## src/mel_pkg.sv

```systemverilog
// How it works
// - Unmasked event asserts interrupt within 200 ms
// - Latch flag and interrupt within 200 ms
// - Receive loss flag within 100 ms, fast 1
// - Transmit failure flag within 200 ms
// - Read clears flags; interrupt drops within 0.5ms
// - Setting mask on set flag drops interrupt
// - Clearing mask on set flag raises interrupt
// - Lane disable turns output off, 100/3 ms
// - Lane enable restores output, 400/10 ms
// - Latency timing starts at end of write
// - Receive disable silences output within 100 ms
// - Receive enable restores output within 100 ms
// - Squelch disable write stops squelching, 100 ms
// - Squelch enable write resumes squelching, 100 ms
// - Receive auto squelch within 15 ms
// - Transmit auto squelch within 400 ms
// - Advertised times never exceed latency limits
// - Asserted is one; low pin when active-low
package mel_pkg;

   localparam int unsigned LANES = 4;
   localparam int unsigned NFLAG = 3 * LANES;
   localparam int unsigned AW = 8;
   localparam int unsigned DW = 32;
   localparam int unsigned ADV_W = 16;

   // Register byte addresses
   localparam logic [AW-1:0] ADDR_FLAG = 8'h00;
   localparam logic [AW-1:0] ADDR_MASK = 8'h04;
   localparam logic [AW-1:0] ADDR_TXDIS = 8'h08;
   localparam logic [AW-1:0] ADDR_RXDIS = 8'h0C;
   localparam logic [AW-1:0] ADDR_SQDIS = 8'h10;
   localparam logic [AW-1:0] ADDR_MODE = 8'h14;
   localparam logic [AW-1:0] ADDR_ADV = 8'h18;
   localparam logic [AW-1:0] ADDR_COND = 8'h1C;

   // Field positions inside flag, mask and condition words
   localparam int unsigned FLD_RXLOS = 0;
   localparam int unsigned FLD_TXFAIL = LANES;
   localparam int unsigned FLD_TXLOS = 2 * LANES;
   // Squelch disable word: receive lanes low, transmit lanes above
   localparam int unsigned SQ_RX = 0;
   localparam int unsigned SQ_TX = LANES;
   // Mode word
   localparam int unsigned MODE_RXFAST = 0;
   localparam int unsigned MODE_TXFAST = 1;
   localparam int unsigned MODE_W = 2;
   // Advertised time word
   localparam int unsigned ADV_OFF_LSB = 0;
   localparam int unsigned ADV_ON_LSB = 16;

   // Reset values
   localparam logic [NFLAG-1:0] MASK_RST = 12'h000;
   localparam logic [LANES-1:0] TXDIS_RST = 4'h0;
   localparam logic [LANES-1:0] RXDIS_RST = 4'h0;
   localparam logic [2*LANES-1:0] SQDIS_RST = 8'h00;
   localparam logic [MODE_W-1:0] MODE_RST = 2'h0;

   // Clock and latency limits
   localparam int unsigned CLK_MHZ = 25;
   localparam int unsigned T_IRQ_ON_US = 200000;
   localparam int unsigned T_LOS_US = 100000;
   localparam int unsigned T_LOSF_US = 1000;
   localparam int unsigned T_TXFAIL_US = 200000;
   localparam int unsigned T_IRQ_OFF_US = 500;
   localparam int unsigned T_MASK_US = 100000;
   localparam int unsigned T_TXDIS_US = 100000;
   localparam int unsigned T_TXDISF_US = 3000;
   localparam int unsigned T_TXEN_US = 400000;
   localparam int unsigned T_TXENF_US = 10000;
   localparam int unsigned T_RXDIS_US = 100000;
   localparam int unsigned T_SQDIS_US = 100000;
   localparam int unsigned T_RXSQ_US = 15000;
   localparam int unsigned T_TXSQ_US = 400000;
   localparam int unsigned US_PER_MS = 1000;

   // Worst latency this logic has from cause to pin, in cycles
   localparam int unsigned LAT_MAX_CYC = 6;

endpackage

```

## src/mel_top.sv

```systemverilog
// The implementer's own choices: strobed register access and the placing of the registers.
`timescale 1ns/1ps
module mel_top import mel_pkg::*; #(
   parameter int unsigned P_IRQ_ON_CYC = T_IRQ_ON_US * CLK_MHZ,
   parameter int unsigned P_LOS_CYC = T_LOS_US * CLK_MHZ,
   parameter int unsigned P_LOSF_CYC = T_LOSF_US * CLK_MHZ,
   parameter int unsigned P_TXFAIL_CYC = T_TXFAIL_US * CLK_MHZ,
   parameter int unsigned P_IRQ_OFF_CYC = T_IRQ_OFF_US * CLK_MHZ,
   parameter int unsigned P_MASK_CYC = T_MASK_US * CLK_MHZ,
   parameter int unsigned P_TXDISF_CYC = T_TXDISF_US * CLK_MHZ,
   parameter int unsigned P_TXENF_CYC = T_TXENF_US * CLK_MHZ,
   parameter int unsigned P_RXDIS_CYC = T_RXDIS_US * CLK_MHZ,
   parameter int unsigned P_SQDIS_CYC = T_SQDIS_US * CLK_MHZ,
   parameter int unsigned P_RXSQ_CYC = T_RXSQ_US * CLK_MHZ,
   parameter int unsigned P_TXSQ_CYC = T_TXSQ_US * CLK_MHZ
) (
   // Clock and reset
   input wire logic i_clk,
   input wire logic i_rst_n,
   // Register port
   input wire logic [AW-1:0] i_addr,
   input wire logic [DW-1:0] i_wr_data,
   input wire logic i_wr,
   input wire logic i_rd,
   output logic [DW-1:0] o_rd_data,
   // Condition pins, asynchronous
   input wire logic [LANES-1:0] i_rx_los,
   input wire logic [LANES-1:0] i_tx_fail,
   input wire logic [LANES-1:0] i_tx_los,
   // Line side controls
   output logic [LANES-1:0] o_tx_lane_output_off,
   output logic [LANES-1:0] o_rx_output_squelch,
   // Interrupt pin
   output logic o_irq_line_low_active_n
);

   ////////////////////////////////////////////////////////////////////////////
   // Address decode

   wire hit_flag = (i_addr == ADDR_FLAG);
   wire hit_mask = (i_addr == ADDR_MASK);
   wire hit_txdis = (i_addr == ADDR_TXDIS);
   wire hit_rxdis = (i_addr == ADDR_RXDIS);
   wire hit_sqdis = (i_addr == ADDR_SQDIS);
   wire hit_mode = (i_addr == ADDR_MODE);
   wire hit_adv = (i_addr == ADDR_ADV);
   wire hit_cond = (i_addr == ADDR_COND);

   // Write completes in its strobe cycle; effects start from there
   wire wr_flag = i_wr & hit_flag;
   wire wr_mask = i_wr & hit_mask;
   wire wr_txdis = i_wr & hit_txdis;
   wire wr_rxdis = i_wr & hit_rxdis;
   wire wr_sqdis = i_wr & hit_sqdis;
   wire wr_mode = i_wr & hit_mode;
   wire rd_flag = i_rd & hit_flag;

   ////////////////////////////////////////////////////////////////////////////
   // Condition synchronisers: three stages, change taken when 2 and 3 agree

   logic [NFLAG-1:0] s1_q;
   logic [NFLAG-1:0] s2_q;
   logic [NFLAG-1:0] s3_q;
   logic [NFLAG-1:0] cond_q;

   wire [NFLAG-1:0] pin_all = {i_tx_los, i_tx_fail, i_rx_los};
   wire [NFLAG-1:0] cond_d = (s2_q & s3_q) | (cond_q & (s2_q | s3_q));
   wire [NFLAG-1:0] cond_rise = cond_d & ~cond_q;

   always_ff @(posedge i_clk) begin
      if (!i_rst_n) begin
         s1_q <= '0;
         s2_q <= '0;
         s3_q <= '0;
         cond_q <= '0;
      end else begin
         s1_q <= pin_all;
         s2_q <= s1_q;
         s3_q <= s2_q;
         cond_q <= cond_d;
      end
   end

   ////////////////////////////////////////////////////////////////////////////
   // Flags: latched on onset, cleared on read or by writing ones; set wins

   logic [NFLAG-1:0] flag_q;
   logic [NFLAG-1:0] mask_q;

   wire [NFLAG-1:0] flag_clr = {NFLAG{rd_flag}} | ({NFLAG{wr_flag}} & i_wr_data[NFLAG-1:0]);
   wire [NFLAG-1:0] flag_d = (flag_q & ~flag_clr) | cond_rise;

   always_ff @(posedge i_clk) begin
      if (!i_rst_n) begin
         flag_q <= '0;
      end else begin
         flag_q <= flag_d;
      end
   end

   always_ff @(posedge i_clk) begin
      if (!i_rst_n) begin
         mask_q <= MASK_RST;
      end else if (wr_mask) begin
         mask_q <= i_wr_data[NFLAG-1:0];
      end
   end

   ////////////////////////////////////////////////////////////////////////////
   // Interrupt: asserted as a low pin while any unmasked flag is set

   logic irq_q;
   wire irq_d = |(flag_q & ~mask_q);

   always_ff @(posedge i_clk) begin
      if (!i_rst_n) begin
         irq_q <= 1'b0;
      end else begin
         irq_q <= irq_d;
      end
   end

   assign o_irq_line_low_active_n = ~irq_q;

   ////////////////////////////////////////////////////////////////////////////
   // Output disable, squelch disable and mode controls

   logic [LANES-1:0] txdis_q;
   logic [LANES-1:0] rxdis_q;
   logic [2*LANES-1:0] sqdis_q;
   logic [MODE_W-1:0] mode_q;

   always_ff @(posedge i_clk) begin
      if (!i_rst_n) begin
         txdis_q <= TXDIS_RST;
         rxdis_q <= RXDIS_RST;
         sqdis_q <= SQDIS_RST;
         mode_q <= MODE_RST;
      end else begin
         if (wr_txdis) begin
            txdis_q <= i_wr_data[LANES-1:0];
         end
         if (wr_rxdis) begin
            rxdis_q <= i_wr_data[LANES-1:0];
         end
         if (wr_sqdis) begin
            sqdis_q <= i_wr_data[2*LANES-1:0];
         end
         if (wr_mode) begin
            mode_q <= i_wr_data[MODE_W-1:0];
         end
      end
   end

   ////////////////////////////////////////////////////////////////////////////
   // Line outputs: host disable, or auto squelch on lost input

   wire [LANES-1:0] rx_los_c = cond_q[FLD_RXLOS +: LANES];
   wire [LANES-1:0] tx_los_c = cond_q[FLD_TXLOS +: LANES];
   wire [LANES-1:0] rx_sq_off = sqdis_q[SQ_RX +: LANES];
   wire [LANES-1:0] tx_sq_off = sqdis_q[SQ_TX +: LANES];
   wire [LANES-1:0] rx_squelch_d = rxdis_q | (~rx_sq_off & rx_los_c);
   wire [LANES-1:0] tx_off_d = txdis_q | (~tx_sq_off & tx_los_c);

   logic [LANES-1:0] rx_squelch_q;
   logic [LANES-1:0] tx_off_q;

   always_ff @(posedge i_clk) begin
      if (!i_rst_n) begin
         rx_squelch_q <= '0;
         tx_off_q <= '0;
      end else begin
         rx_squelch_q <= rx_squelch_d;
         tx_off_q <= tx_off_d;
      end
   end

   assign o_rx_output_squelch = rx_squelch_q;
   assign o_tx_lane_output_off = tx_off_q;

   ////////////////////////////////////////////////////////////////////////////
   // Advertised turn-off and turn-on times in ms, capped by the limits

   wire tx_fast = mode_q[MODE_TXFAST];
   wire [ADV_W-1:0] advertised_tx_turnoff_time = tx_fast ? ADV_W'(T_TXDISF_US / US_PER_MS)
                                                         : ADV_W'(T_TXDIS_US / US_PER_MS);
   wire [ADV_W-1:0] advertised_tx_turnon_time = tx_fast ? ADV_W'(T_TXENF_US / US_PER_MS)
                                                        : ADV_W'(T_TXEN_US / US_PER_MS);

   ////////////////////////////////////////////////////////////////////////////
   // Read data, valid the cycle after the strobe; unmapped reads give zero

   wire [DW-1:0] rv_flag = DW'(flag_q);
   wire [DW-1:0] rv_mask = DW'(mask_q);
   wire [DW-1:0] rv_txdis = DW'(txdis_q);
   wire [DW-1:0] rv_rxdis = DW'(rxdis_q);
   wire [DW-1:0] rv_sqdis = DW'(sqdis_q);
   wire [DW-1:0] rv_mode = DW'(mode_q);
   wire [DW-1:0] rv_adv = {advertised_tx_turnon_time, advertised_tx_turnoff_time};
   wire [DW-1:0] rv_cond = DW'(cond_q);
   wire [DW-1:0] rd_mux = hit_flag ? rv_flag :
                          hit_mask ? rv_mask :
                          hit_txdis ? rv_txdis :
                          hit_rxdis ? rv_rxdis :
                          hit_sqdis ? rv_sqdis :
                          hit_mode ? rv_mode :
                          hit_adv ? rv_adv :
                          hit_cond ? rv_cond : '0;

   logic [DW-1:0] rd_data_q;

   always_ff @(posedge i_clk) begin
      if (!i_rst_n) begin
         rd_data_q <= '0;
      end else begin
         rd_data_q <= i_rd ? rd_mux : '0;
      end
   end

   assign o_rd_data = rd_data_q;

   ////////////////////////////////////////////////////////////////////////////
   // Checks

   property p_flag_onset;
      @(posedge i_clk) disable iff (!i_rst_n)
      (cond_rise != '0) |=> ((flag_q & $past(cond_rise)) == $past(cond_rise));
   endproperty
   a_flag_onset: assert property (p_flag_onset) else $error("flag not latched on onset");

   property p_irq_on_event;
      @(posedge i_clk) disable iff (!i_rst_n)
      ((cond_rise & ~mask_q) != '0) && !wr_mask |=> ##1 !o_irq_line_low_active_n;
   endproperty
   a_irq_on_event: assert property (p_irq_on_event) else $error("interrupt late after event");

   property p_rxlos_irq;
      @(posedge i_clk) disable iff (!i_rst_n)
      $rose(s3_q[FLD_RXLOS]) && s2_q[FLD_RXLOS] && !mask_q[FLD_RXLOS] && !i_wr
      |=> flag_q[FLD_RXLOS] ##1 !o_irq_line_low_active_n;
   endproperty
   a_rxlos_irq: assert property (p_rxlos_irq) else $error("receive loss flag or interrupt late");

   property p_txfail_flag;
      @(posedge i_clk) disable iff (!i_rst_n)
      $rose(cond_q[FLD_TXFAIL]) |-> flag_q[FLD_TXFAIL];
   endproperty
   a_txfail_flag: assert property (p_txfail_flag) else $error("transmit failure flag missing");

   property p_read_clear;
      @(posedge i_clk) disable iff (!i_rst_n)
      rd_flag && (cond_rise == '0) |=> (flag_q == '0) ##1 o_irq_line_low_active_n;
   endproperty
   a_read_clear: assert property (p_read_clear) else $error("interrupt not released after read");

   property p_mask_set;
      @(posedge i_clk) disable iff (!i_rst_n)
      wr_mask && (&i_wr_data[NFLAG-1:0]) |=> ##1 o_irq_line_low_active_n;
   endproperty
   a_mask_set: assert property (p_mask_set) else $error("interrupt not dropped by mask");

   property p_mask_clear;
      @(posedge i_clk) disable iff (!i_rst_n)
      wr_mask && (i_wr_data[NFLAG-1:0] == '0) && (flag_q != '0) |=> ##1 !o_irq_line_low_active_n;
   endproperty
   a_mask_clear: assert property (p_mask_clear) else $error("interrupt not raised by unmask");

   property p_irq_level;
      @(posedge i_clk) disable iff (!i_rst_n)
      ##1 (o_irq_line_low_active_n == !$past(irq_d));
   endproperty
   a_irq_level: assert property (p_irq_level) else $error("interrupt level mismatch");

   property p_tx_disable;
      @(posedge i_clk) disable iff (!i_rst_n)
      wr_txdis && i_wr_data[0] |=> ##1 o_tx_lane_output_off[0];
   endproperty
   a_tx_disable: assert property (p_tx_disable) else $error("lane output not turned off");

   property p_tx_enable;
      @(posedge i_clk) disable iff (!i_rst_n)
      wr_txdis && !i_wr_data[0] && !tx_los_c[0] && !$rose(s3_q[FLD_TXLOS]) && !s2_q[FLD_TXLOS]
      |=> ##1 !o_tx_lane_output_off[0];
   endproperty
   a_tx_enable: assert property (p_tx_enable) else $error("lane output not restored");

   property p_rx_disable;
      @(posedge i_clk) disable iff (!i_rst_n)
      wr_rxdis && i_wr_data[0] |=> ##1 o_rx_output_squelch[0];
   endproperty
   a_rx_disable: assert property (p_rx_disable) else $error("receive output not silenced");

   property p_rx_enable;
      @(posedge i_clk) disable iff (!i_rst_n)
      wr_rxdis && !i_wr_data[0] && !cond_q[FLD_RXLOS] && !cond_d[FLD_RXLOS] |=> ##1 !o_rx_output_squelch[0];
   endproperty
   a_rx_enable: assert property (p_rx_enable) else $error("receive output not restored");

   property p_sq_toggle;
      @(posedge i_clk) disable iff (!i_rst_n)
      wr_sqdis && !wr_rxdis && (rxdis_q[0] == 1'b0) && cond_q[FLD_RXLOS] && cond_d[FLD_RXLOS]
      |=> ##1 (o_rx_output_squelch[0] == !$past(i_wr_data[SQ_RX], 2));
   endproperty
   a_sq_toggle: assert property (p_sq_toggle) else $error("auto squelch change not applied");

   property p_rx_autosq;
      @(posedge i_clk) disable iff (!i_rst_n)
      $rose(cond_q[FLD_RXLOS]) && !rx_sq_off[0] && !wr_sqdis |=> o_rx_output_squelch[0];
   endproperty
   a_rx_autosq: assert property (p_rx_autosq) else $error("receive squelch late");

   property p_tx_autosq;
      @(posedge i_clk) disable iff (!i_rst_n)
      $rose(cond_q[FLD_TXLOS]) && !tx_sq_off[0] && !wr_sqdis |=> o_tx_lane_output_off[0];
   endproperty
   a_tx_autosq: assert property (p_tx_autosq) else $error("transmit squelch late");

   property p_adv_cap;
      @(posedge i_clk) disable iff (!i_rst_n)
      (32'(advertised_tx_turnoff_time) * US_PER_MS <= (tx_fast ? T_TXDISF_US : T_TXDIS_US))
      && (32'(advertised_tx_turnon_time) * US_PER_MS <= (tx_fast ? T_TXENF_US : T_TXEN_US));
   endproperty
   a_adv_cap: assert property (p_adv_cap) else $error("advertised time above limit");

   property p_budget;
      @(posedge i_clk) disable iff (!i_rst_n)
      (LAT_MAX_CYC <= P_LOSF_CYC) && (LAT_MAX_CYC <= P_IRQ_OFF_CYC) && (LAT_MAX_CYC <= P_TXDISF_CYC)
      && (LAT_MAX_CYC <= P_TXENF_CYC) && (LAT_MAX_CYC <= P_RXSQ_CYC) && (LAT_MAX_CYC <= P_SQDIS_CYC)
      && (LAT_MAX_CYC <= P_MASK_CYC) && (LAT_MAX_CYC <= P_RXDIS_CYC) && (LAT_MAX_CYC <= P_IRQ_ON_CYC)
      && (LAT_MAX_CYC <= P_LOS_CYC) && (LAT_MAX_CYC <= P_TXFAIL_CYC) && (LAT_MAX_CYC <= P_TXSQ_CYC);
   endproperty
   a_budget: assert property (p_budget) else $error("latency budget exceeded");

   property p_rd_value;
      @(posedge i_clk) disable iff (!i_rst_n)
      rd_flag |=> (o_rd_data == DW'($past(flag_q)));
   endproperty
   a_rd_value: assert property (p_rd_value) else $error("flag read returned wrong word");

   property p_w1c;
      @(posedge i_clk) disable iff (!i_rst_n)
      wr_flag && (cond_rise == '0) |=> ((flag_q & $past(i_wr_data[NFLAG-1:0])) == '0);
   endproperty
   a_w1c: assert property (p_w1c) else $error("written ones left flags set");

   property p_reset_out;
      @(posedge i_clk) disable iff (!i_rst_n)
      $rose(i_rst_n) |-> o_irq_line_low_active_n
      && (o_tx_lane_output_off == '0) && (o_rx_output_squelch == '0);
   endproperty
   a_reset_out: assert property (p_reset_out) else $error("outputs not deasserted after reset");

   property p_mask_all;
      @(posedge i_clk) disable iff (!i_rst_n)
      (&mask_q) |=> o_irq_line_low_active_n;
   endproperty
   a_mask_all: assert property (p_mask_all) else $error("interrupt asserted while fully masked");

   property p_txfail_irq;
      @(posedge i_clk) disable iff (!i_rst_n)
      ((cond_rise[FLD_TXFAIL +: LANES] & ~mask_q[FLD_TXFAIL +: LANES]) != '0) && !wr_mask
      |=> ##1 !o_irq_line_low_active_n;
   endproperty
   a_txfail_irq: assert property (p_txfail_irq) else $error("transmit failure interrupt late");

   property p_rxsq_release;
      @(posedge i_clk) disable iff (!i_rst_n)
      $fell(cond_q[FLD_RXLOS]) && !rxdis_q[0] |=> !o_rx_output_squelch[0];
   endproperty
   a_rxsq_release: assert property (p_rxsq_release) else $error("receive squelch held after loss");

   c_flag_set: cover property (@(posedge i_clk) disable iff (!i_rst_n) $rose(flag_q[FLD_RXLOS]));
   c_read_clear: cover property (@(posedge i_clk) disable iff (!i_rst_n) rd_flag && (flag_q != '0));
   c_irq_masked: cover property (@(posedge i_clk) disable iff (!i_rst_n) (flag_q != '0) && !irq_d);
   c_tx_off: cover property (@(posedge i_clk) disable iff (!i_rst_n) $rose(o_tx_lane_output_off[0]));
   c_sq_toggle: cover property (@(posedge i_clk) disable iff (!i_rst_n) wr_sqdis && cond_q[FLD_RXLOS]);

endmodule

```

## config.mk

```make
export PLATFORM = sky130hd
export DESIGN_NAME = mel_top
export DESIGN_NICKNAME = d
export VERILOG_FILES = /design/src/mel_pkg.sv /design/src/mel_top.sv
export SDC_FILE = /design/constraint.sdc
export NUM_CORES = 1
export LEC_CHECK = 0
export BUFFER_PORTS_ARGS = -buffer_cell sky130_fd_sc_hd__buf_4
export CAP_MARGIN = 30
export CORE_ASPECT_RATIO = 0.8
export CORE_MARGIN = 5
export CORE_UTILIZATION = 40
export CTS_CLUSTER_DIAMETER = 120
export CTS_CLUSTER_SIZE = 25
export DETAILED_ROUTE_END_ITERATION = 7
export PLACE_DENSITY = 0.69
export SYNTH_ARGS = -nofsm -noshare
export SYNTH_HDL_FRONTEND = slang
export SYNTH_SLANG_ARGS = --single-unit
```

## constraint.sdc

```tcl
create_clock -name i_clk -period 4 [get_ports i_clk]
set_input_delay 0.4 -clock i_clk [delete_from_list [all_inputs] [get_ports i_clk]]
set_output_delay 0.4 -clock i_clk [all_outputs]
set_load 0.02 [all_outputs]
```

## Word level (Yosys, flattened, before mapping)

Cells that the tools add are included.

| storage, ports and cells | value |
|---|---|
| bits of input ports | 56 |
| output and inout bits | 41 |
| word-level logic and storage cells | 65 |
| register bits after elaboration | 124 |

| operators by class | value |
|---|---|
| muxes and demuxes | 10 |
| bitwise operators | 29 |
| reduce and logical (&&, ||, !) cells | 4 |
| equal/unequal tests | 7 |

Operator list:

| cell | count |
|---|---|
| $mux W12 | 7 |
| $and A12 B12 Y12 | 6 |
| $or A12 B12 Y12 | 4 |
| $not A12 Y12 | 3 |
| $eq A8 B5 Y1 const B | 4 |
| $mux W25 | 1 |
| $eq A8 B4 Y1 const B | 2 |
| $reduce_or A12 Y1 | 1 |
| $mux W9 | 1 |
| $and A4 B4 Y4 | 2 |
| $eq A8 B3 Y1 const B | 1 |
| $logic_not A8 Y1 | 1 |
| $not A4 Y4 | 2 |
| $or A4 B4 Y4 | 2 |
| $reduce_or A8 Y1 | 1 |
| $and A1 B1 Y1 | 7 |
| $mux W7 | 1 |
| $not A1 Y1 | 3 |
| $reduce_and A2 Y1 | 1 |

## Depth between registers and ports, before layout

| depth | value |
|---|---|
| word-level depth | 9 |
| mapped depth | 6 |
| mapped depth without buffers | 4 |

## Worst setup path after synthesis

No wires, ideal clock.

| path | value |
|---|---|
| path type | input-to-reg |
| start | in i_addr[4] |
| end | reg flag_q[10] |
| data required time | 3.883 ns |
| setup time | 0.117 ns |
| stages on the path | 5 |
| path buffers | 1 |
| setup slack | 2.195 ns |
| arrival | 1.688 ns |
| path through | or4_4 nor2_4 a31oi_2 buf_6 a32o_1 |

| between the ends | value |
|---|---|
| longest elaborated chain between the ends | 7 |
| elaborated cells on any way between the ends | 8 |
| classes of those cells | 7 x bitwise; 1 x reduce/logical |

Ends and longest elaborated chain:

| element | RTL line | text |
|---|---|---|
| from (decl) | mel_top.sv:21 | `input wire logic [AW-1:0] i_addr,` |
| $logic_not A8 Y1 * | mel_top.sv:40 | `wire hit_flag = (i_addr == ADDR_FLAG);` |
| $and A1 B1 Y1 | mel_top.sv:50 | `wire wr_flag = i_wr & hit_flag;` |
| $and A12 B12 Y12 | mel_top.sv:90 | `wire [NFLAG-1:0] flag_clr = {NFLAG{rd_flag}} \| ({NFLAG{wr_flag}} & i_wr_data[NFLAG-1:0]);` |
| $or A12 B12 Y12 * | mel_top.sv:90 |  |
| $not A12 Y12 * | mel_top.sv:91 | `wire [NFLAG-1:0] flag_d = (flag_q & ~flag_clr) \| cond_rise;` |
| $and A12 B12 Y12 * | mel_top.sv:91 |  |
| $or A12 B12 Y12 * | mel_top.sv:91 |  |
| to (signal assigned) | mel_top.sv:97 | `flag_q <= flag_d;` |
| to (decl) | mel_top.sv:87 | `logic [NFLAG-1:0] flag_q;` |

Every way passes the cells marked *; elsewhere a longest branch is shown, timed or not.
A chain may end at the register's enable or synchronous reset.

## Final worst setup path

| path | value |
|---|---|
| start | in i_addr[2] |
| end | reg flag_q[0] |

The elaborated chain is that of the path after synthesis.

==> metrics.cfg <==
[placement]
dp_hpwl_um=7859
io_buffers=61
gp_congestion=0.9275

[synth]
synth_seq_area_share_pct=50.77
netlist_instances=476
ys_warn_count=0
synth_edf_count=0
syn-cell-area_um2=4456
synth.area.top_cells=dfxtp_1, mux2i_1, and2_1
synth.largest_area_cell=dfxtp_1
synth.distinct_cells=52
synthFlopType=dfxtp_1
synth_area_per_cell_um2=9.360
synthArstFlopShare_pct=0
synthTopCellsByCount=dfxtp_1, nor2_1, a21oi_1
synth_top_cell_area_share_pct=50.77
ys_ff_latch=113
yosysMostFrequentCell=dfxtp_1

[final_layout]
n_antenna_cell=0
seq_area_um2=2262
layout.nets=592
fillCellCount=1006
multi_input_area_um2=1909
area_growth_syn_to_layout_pct=24.77
drive_above_1_share_pct=19.34
fin_util_pct=51.05

[critical_path]
worstPathMaxFanout=23
r2r-start=cond_q[1]
cp_top_family=simple AND/OR/NAND/NOR gates
critical_path_buf_inv_count=1
start_kind=primary input
critPathArrivalTime_ns=2.42
worst_setup_path_end_kind=flop
path_cells=buf_4, nor4_2, and3_1, a21boi_0, a32o_1
criticalPathCategory=in2reg
r2r-end=o_rd_data[1]
r2r_slack_ns=2.47
slowest_delay_ns=0.69
crit_required_ns=4.29
crit_path_top_delay_cell=and3_1
reg2regPathDepth=3

[clock_tree]
cts_sinks=113
ctsHoldBuffers=0
cts_resized=0
cts_setup_buffers=0
clk_path_buf_depth=2
cts.clk_slew.worst_paths_ns=0.05
cts_buffers=17
cts_tree=yes
h-tree-depth=4
worstSkewPairLatency_ns=0.40
root_buffer=clkbuf_16

[worst_hold_path]
hp-start=i_tx_fail[2]
holdPathStages=2
hold_end=s1_q[6]
hp-class=in2reg

[timing]
final_hold_viol_count=0
rsz0062_at_grt=false
skew_ns=0.005939
worst-slew-pin-transition_ns=0.8648
post-route-period-util_pct=53.22
maxSlewHeadroom_pct=42.16
period_minus_slack_ns=2.129
drv_slew=0
setup_viol=0
fmax_mhz=469.7
tns_ns=0

[pwr]
vdd_drop_max_mv=0.2917
p_leak_nw=2.216
powerDensity_nw_per_um2=510.5

[global_route]
grt_usage_pct=17.38
grt_pass1_vias=3474
grt_pass1_wl_um=18070
antenna_found_initial=0
grt_overflow=0
grt_max_degree=52

[detailed_routing]
drtIter0Drc=361
vias=3593
dr.pass1.iters=6
met1_length_um=5009
routed-wl-met3_um=1266
avgViaCountPerCell=5.192
top_layer_used=met4
wl_per_cell_um=16.42
drc=0
ant_nets=0
dr_wl_met2_um=4926
routed_wl_um=11360

[die]
die_h_um=104.4
rows=34
ios=97
core_area_um2=10890
dieArea_um2=13360
initial_core_util_pct=40.91
dieWidth_um=128.0

[run]
max_cap_viol_count=0

[run_status]
status=finished, final reports clean

==> per-layer routing <==
| layer | global-route usage, % | vias to the layer above |
|---|---|---|
| li1 | - | 1719 |
| met1 | 23.23 | 1683 |
| met2 | 25.19 | 175 |
| met3 | 7.495 | 16 |
| met4 | 5.606 | 0 |
| met5 | 0 | - |
==> where the power goes <==
part | internal (mW) | leakage [nW] | switching [mW]
registers | 1.14 | 0.916 | 0.00836
clock network | 1.07 | 0.307 | 0.490
logic | 0.0470 | 0.992 | 0.0796
total | 2.26 | 2.22 | 0.578
==> flip-flops by register name (all words and copies together), names as in the netlist <==
| signal | flops |
|---|---|
| o_rd_data | 14 |
| o_rx_output_squelch | 4 |
| s1_q | 12 |
| s2_q | 12 |
| o_tx_lane_output_off | 4 |
| cond_q | 12 |
| flag_q | 12 |
| mode_q | 2 |
| txdis_q | 4 |
| sqdis_q | 8 |
| s3_q | 12 |
| rxdis_q | 4 |
| irq_q | 1 |
| mask_q | 12 |
==> cell type report <==
| cell class | count | area share, % |
|---|---|---|
| timing repair buffer | 63 | 8.508 |
| clock buffer | 21 | 8.283 |
| clock inverter | 10 | 2.836 |
| sequential | 113 | 40.69 |
| tap | 144 | 3.241 |
| inverter | 31 | 2.093 |
| multi-input combinational | 310 | 34.35 |
==> worst register-to-register path: stages, from the launching register on <==
cell and delay (ns):
dfxtp_1 0.41, o22a_1 0.19, a32oi_1 0.10, a2111oi_1 0.66
==> through the flow <==
| stage | instances | area (µm²) | power [mW] | hold WS, ns | worst slack [ns] |
|---|---|---|---|---|---|
| final | 692 | 5559 | 2.838 | 0.1982 | 1.871 |
| after floorplan | 490 | 4508 | 1.254 | 0.4119 | 2.195 |
| after detailed placement | 661 | 4941 | 1.300 | 0.4200 | 1.602 |
| after global placement | 661 | 4941 | 1.297 | 0.4149 | 1.612 |
| after global routing | 692 | 5559 | 2.924 | 0.1850 | 1.850 |
| after CTS | 692 | 5559 | 2.859 | 0.1821 | 1.978 |
==> cell usage in the layout (no fill, tap or decap), types with 4 or more instances in the layout <==
cell,Yosys,layout
dfxtp_1,113,113
buf_4,18,63
nor2_1,46,46
a21oi_1,38,38
and2_1,37,37
nand2_1,33,33
mux2i_1,33,33
inv_1,30,30
o21ai_0,28,28
clkbuf_16,0,17
conb_1,1,15
a32o_1,13,13
nand2b_1,7,7
nor2b_1,6,6
o22ai_1,5,5
nor3_1,4,4
and3_1,4,4
a221oi_1,4,4
clkinv_2,0,4
bufinv_16,0,4
==> cell families after synthesis <==
family / share of synthesized area, %
AND/OR/NAND/NOR: 18.90
flip-flops: 50.77
AO/OA/AOI/OAI: 15.08
XOR/XNOR: 0.1966
other: 0.08417
buffers and inverters: 7.554
multiplexers: 7.414
==> worst max-delay path by stage <==
| stage | start | end | slack, ns | depth (start not counted) |
|---|---|---|---|---|
| 2_1_floorplan | i_addr[4] | flag_q[10] | 2.19 | 5 |
| 3_3_place_gp | i_addr[2] | flag_q[0] | 1.61 | 5 |
| 3_5_place_dp | i_addr[4] | mask_q[3] | 1.60 | 5 |
| 4_1_cts | i_addr[2] | flag_q[0] | 1.98 | 5 |
| 5_1_grt | i_addr[2] | flag_q[0] | 1.85 | 5 |
| 6_report | i_addr[2] | flag_q[0] | 1.87 | 5 |
Note: power is estimated with default switching activity, not from simulation.
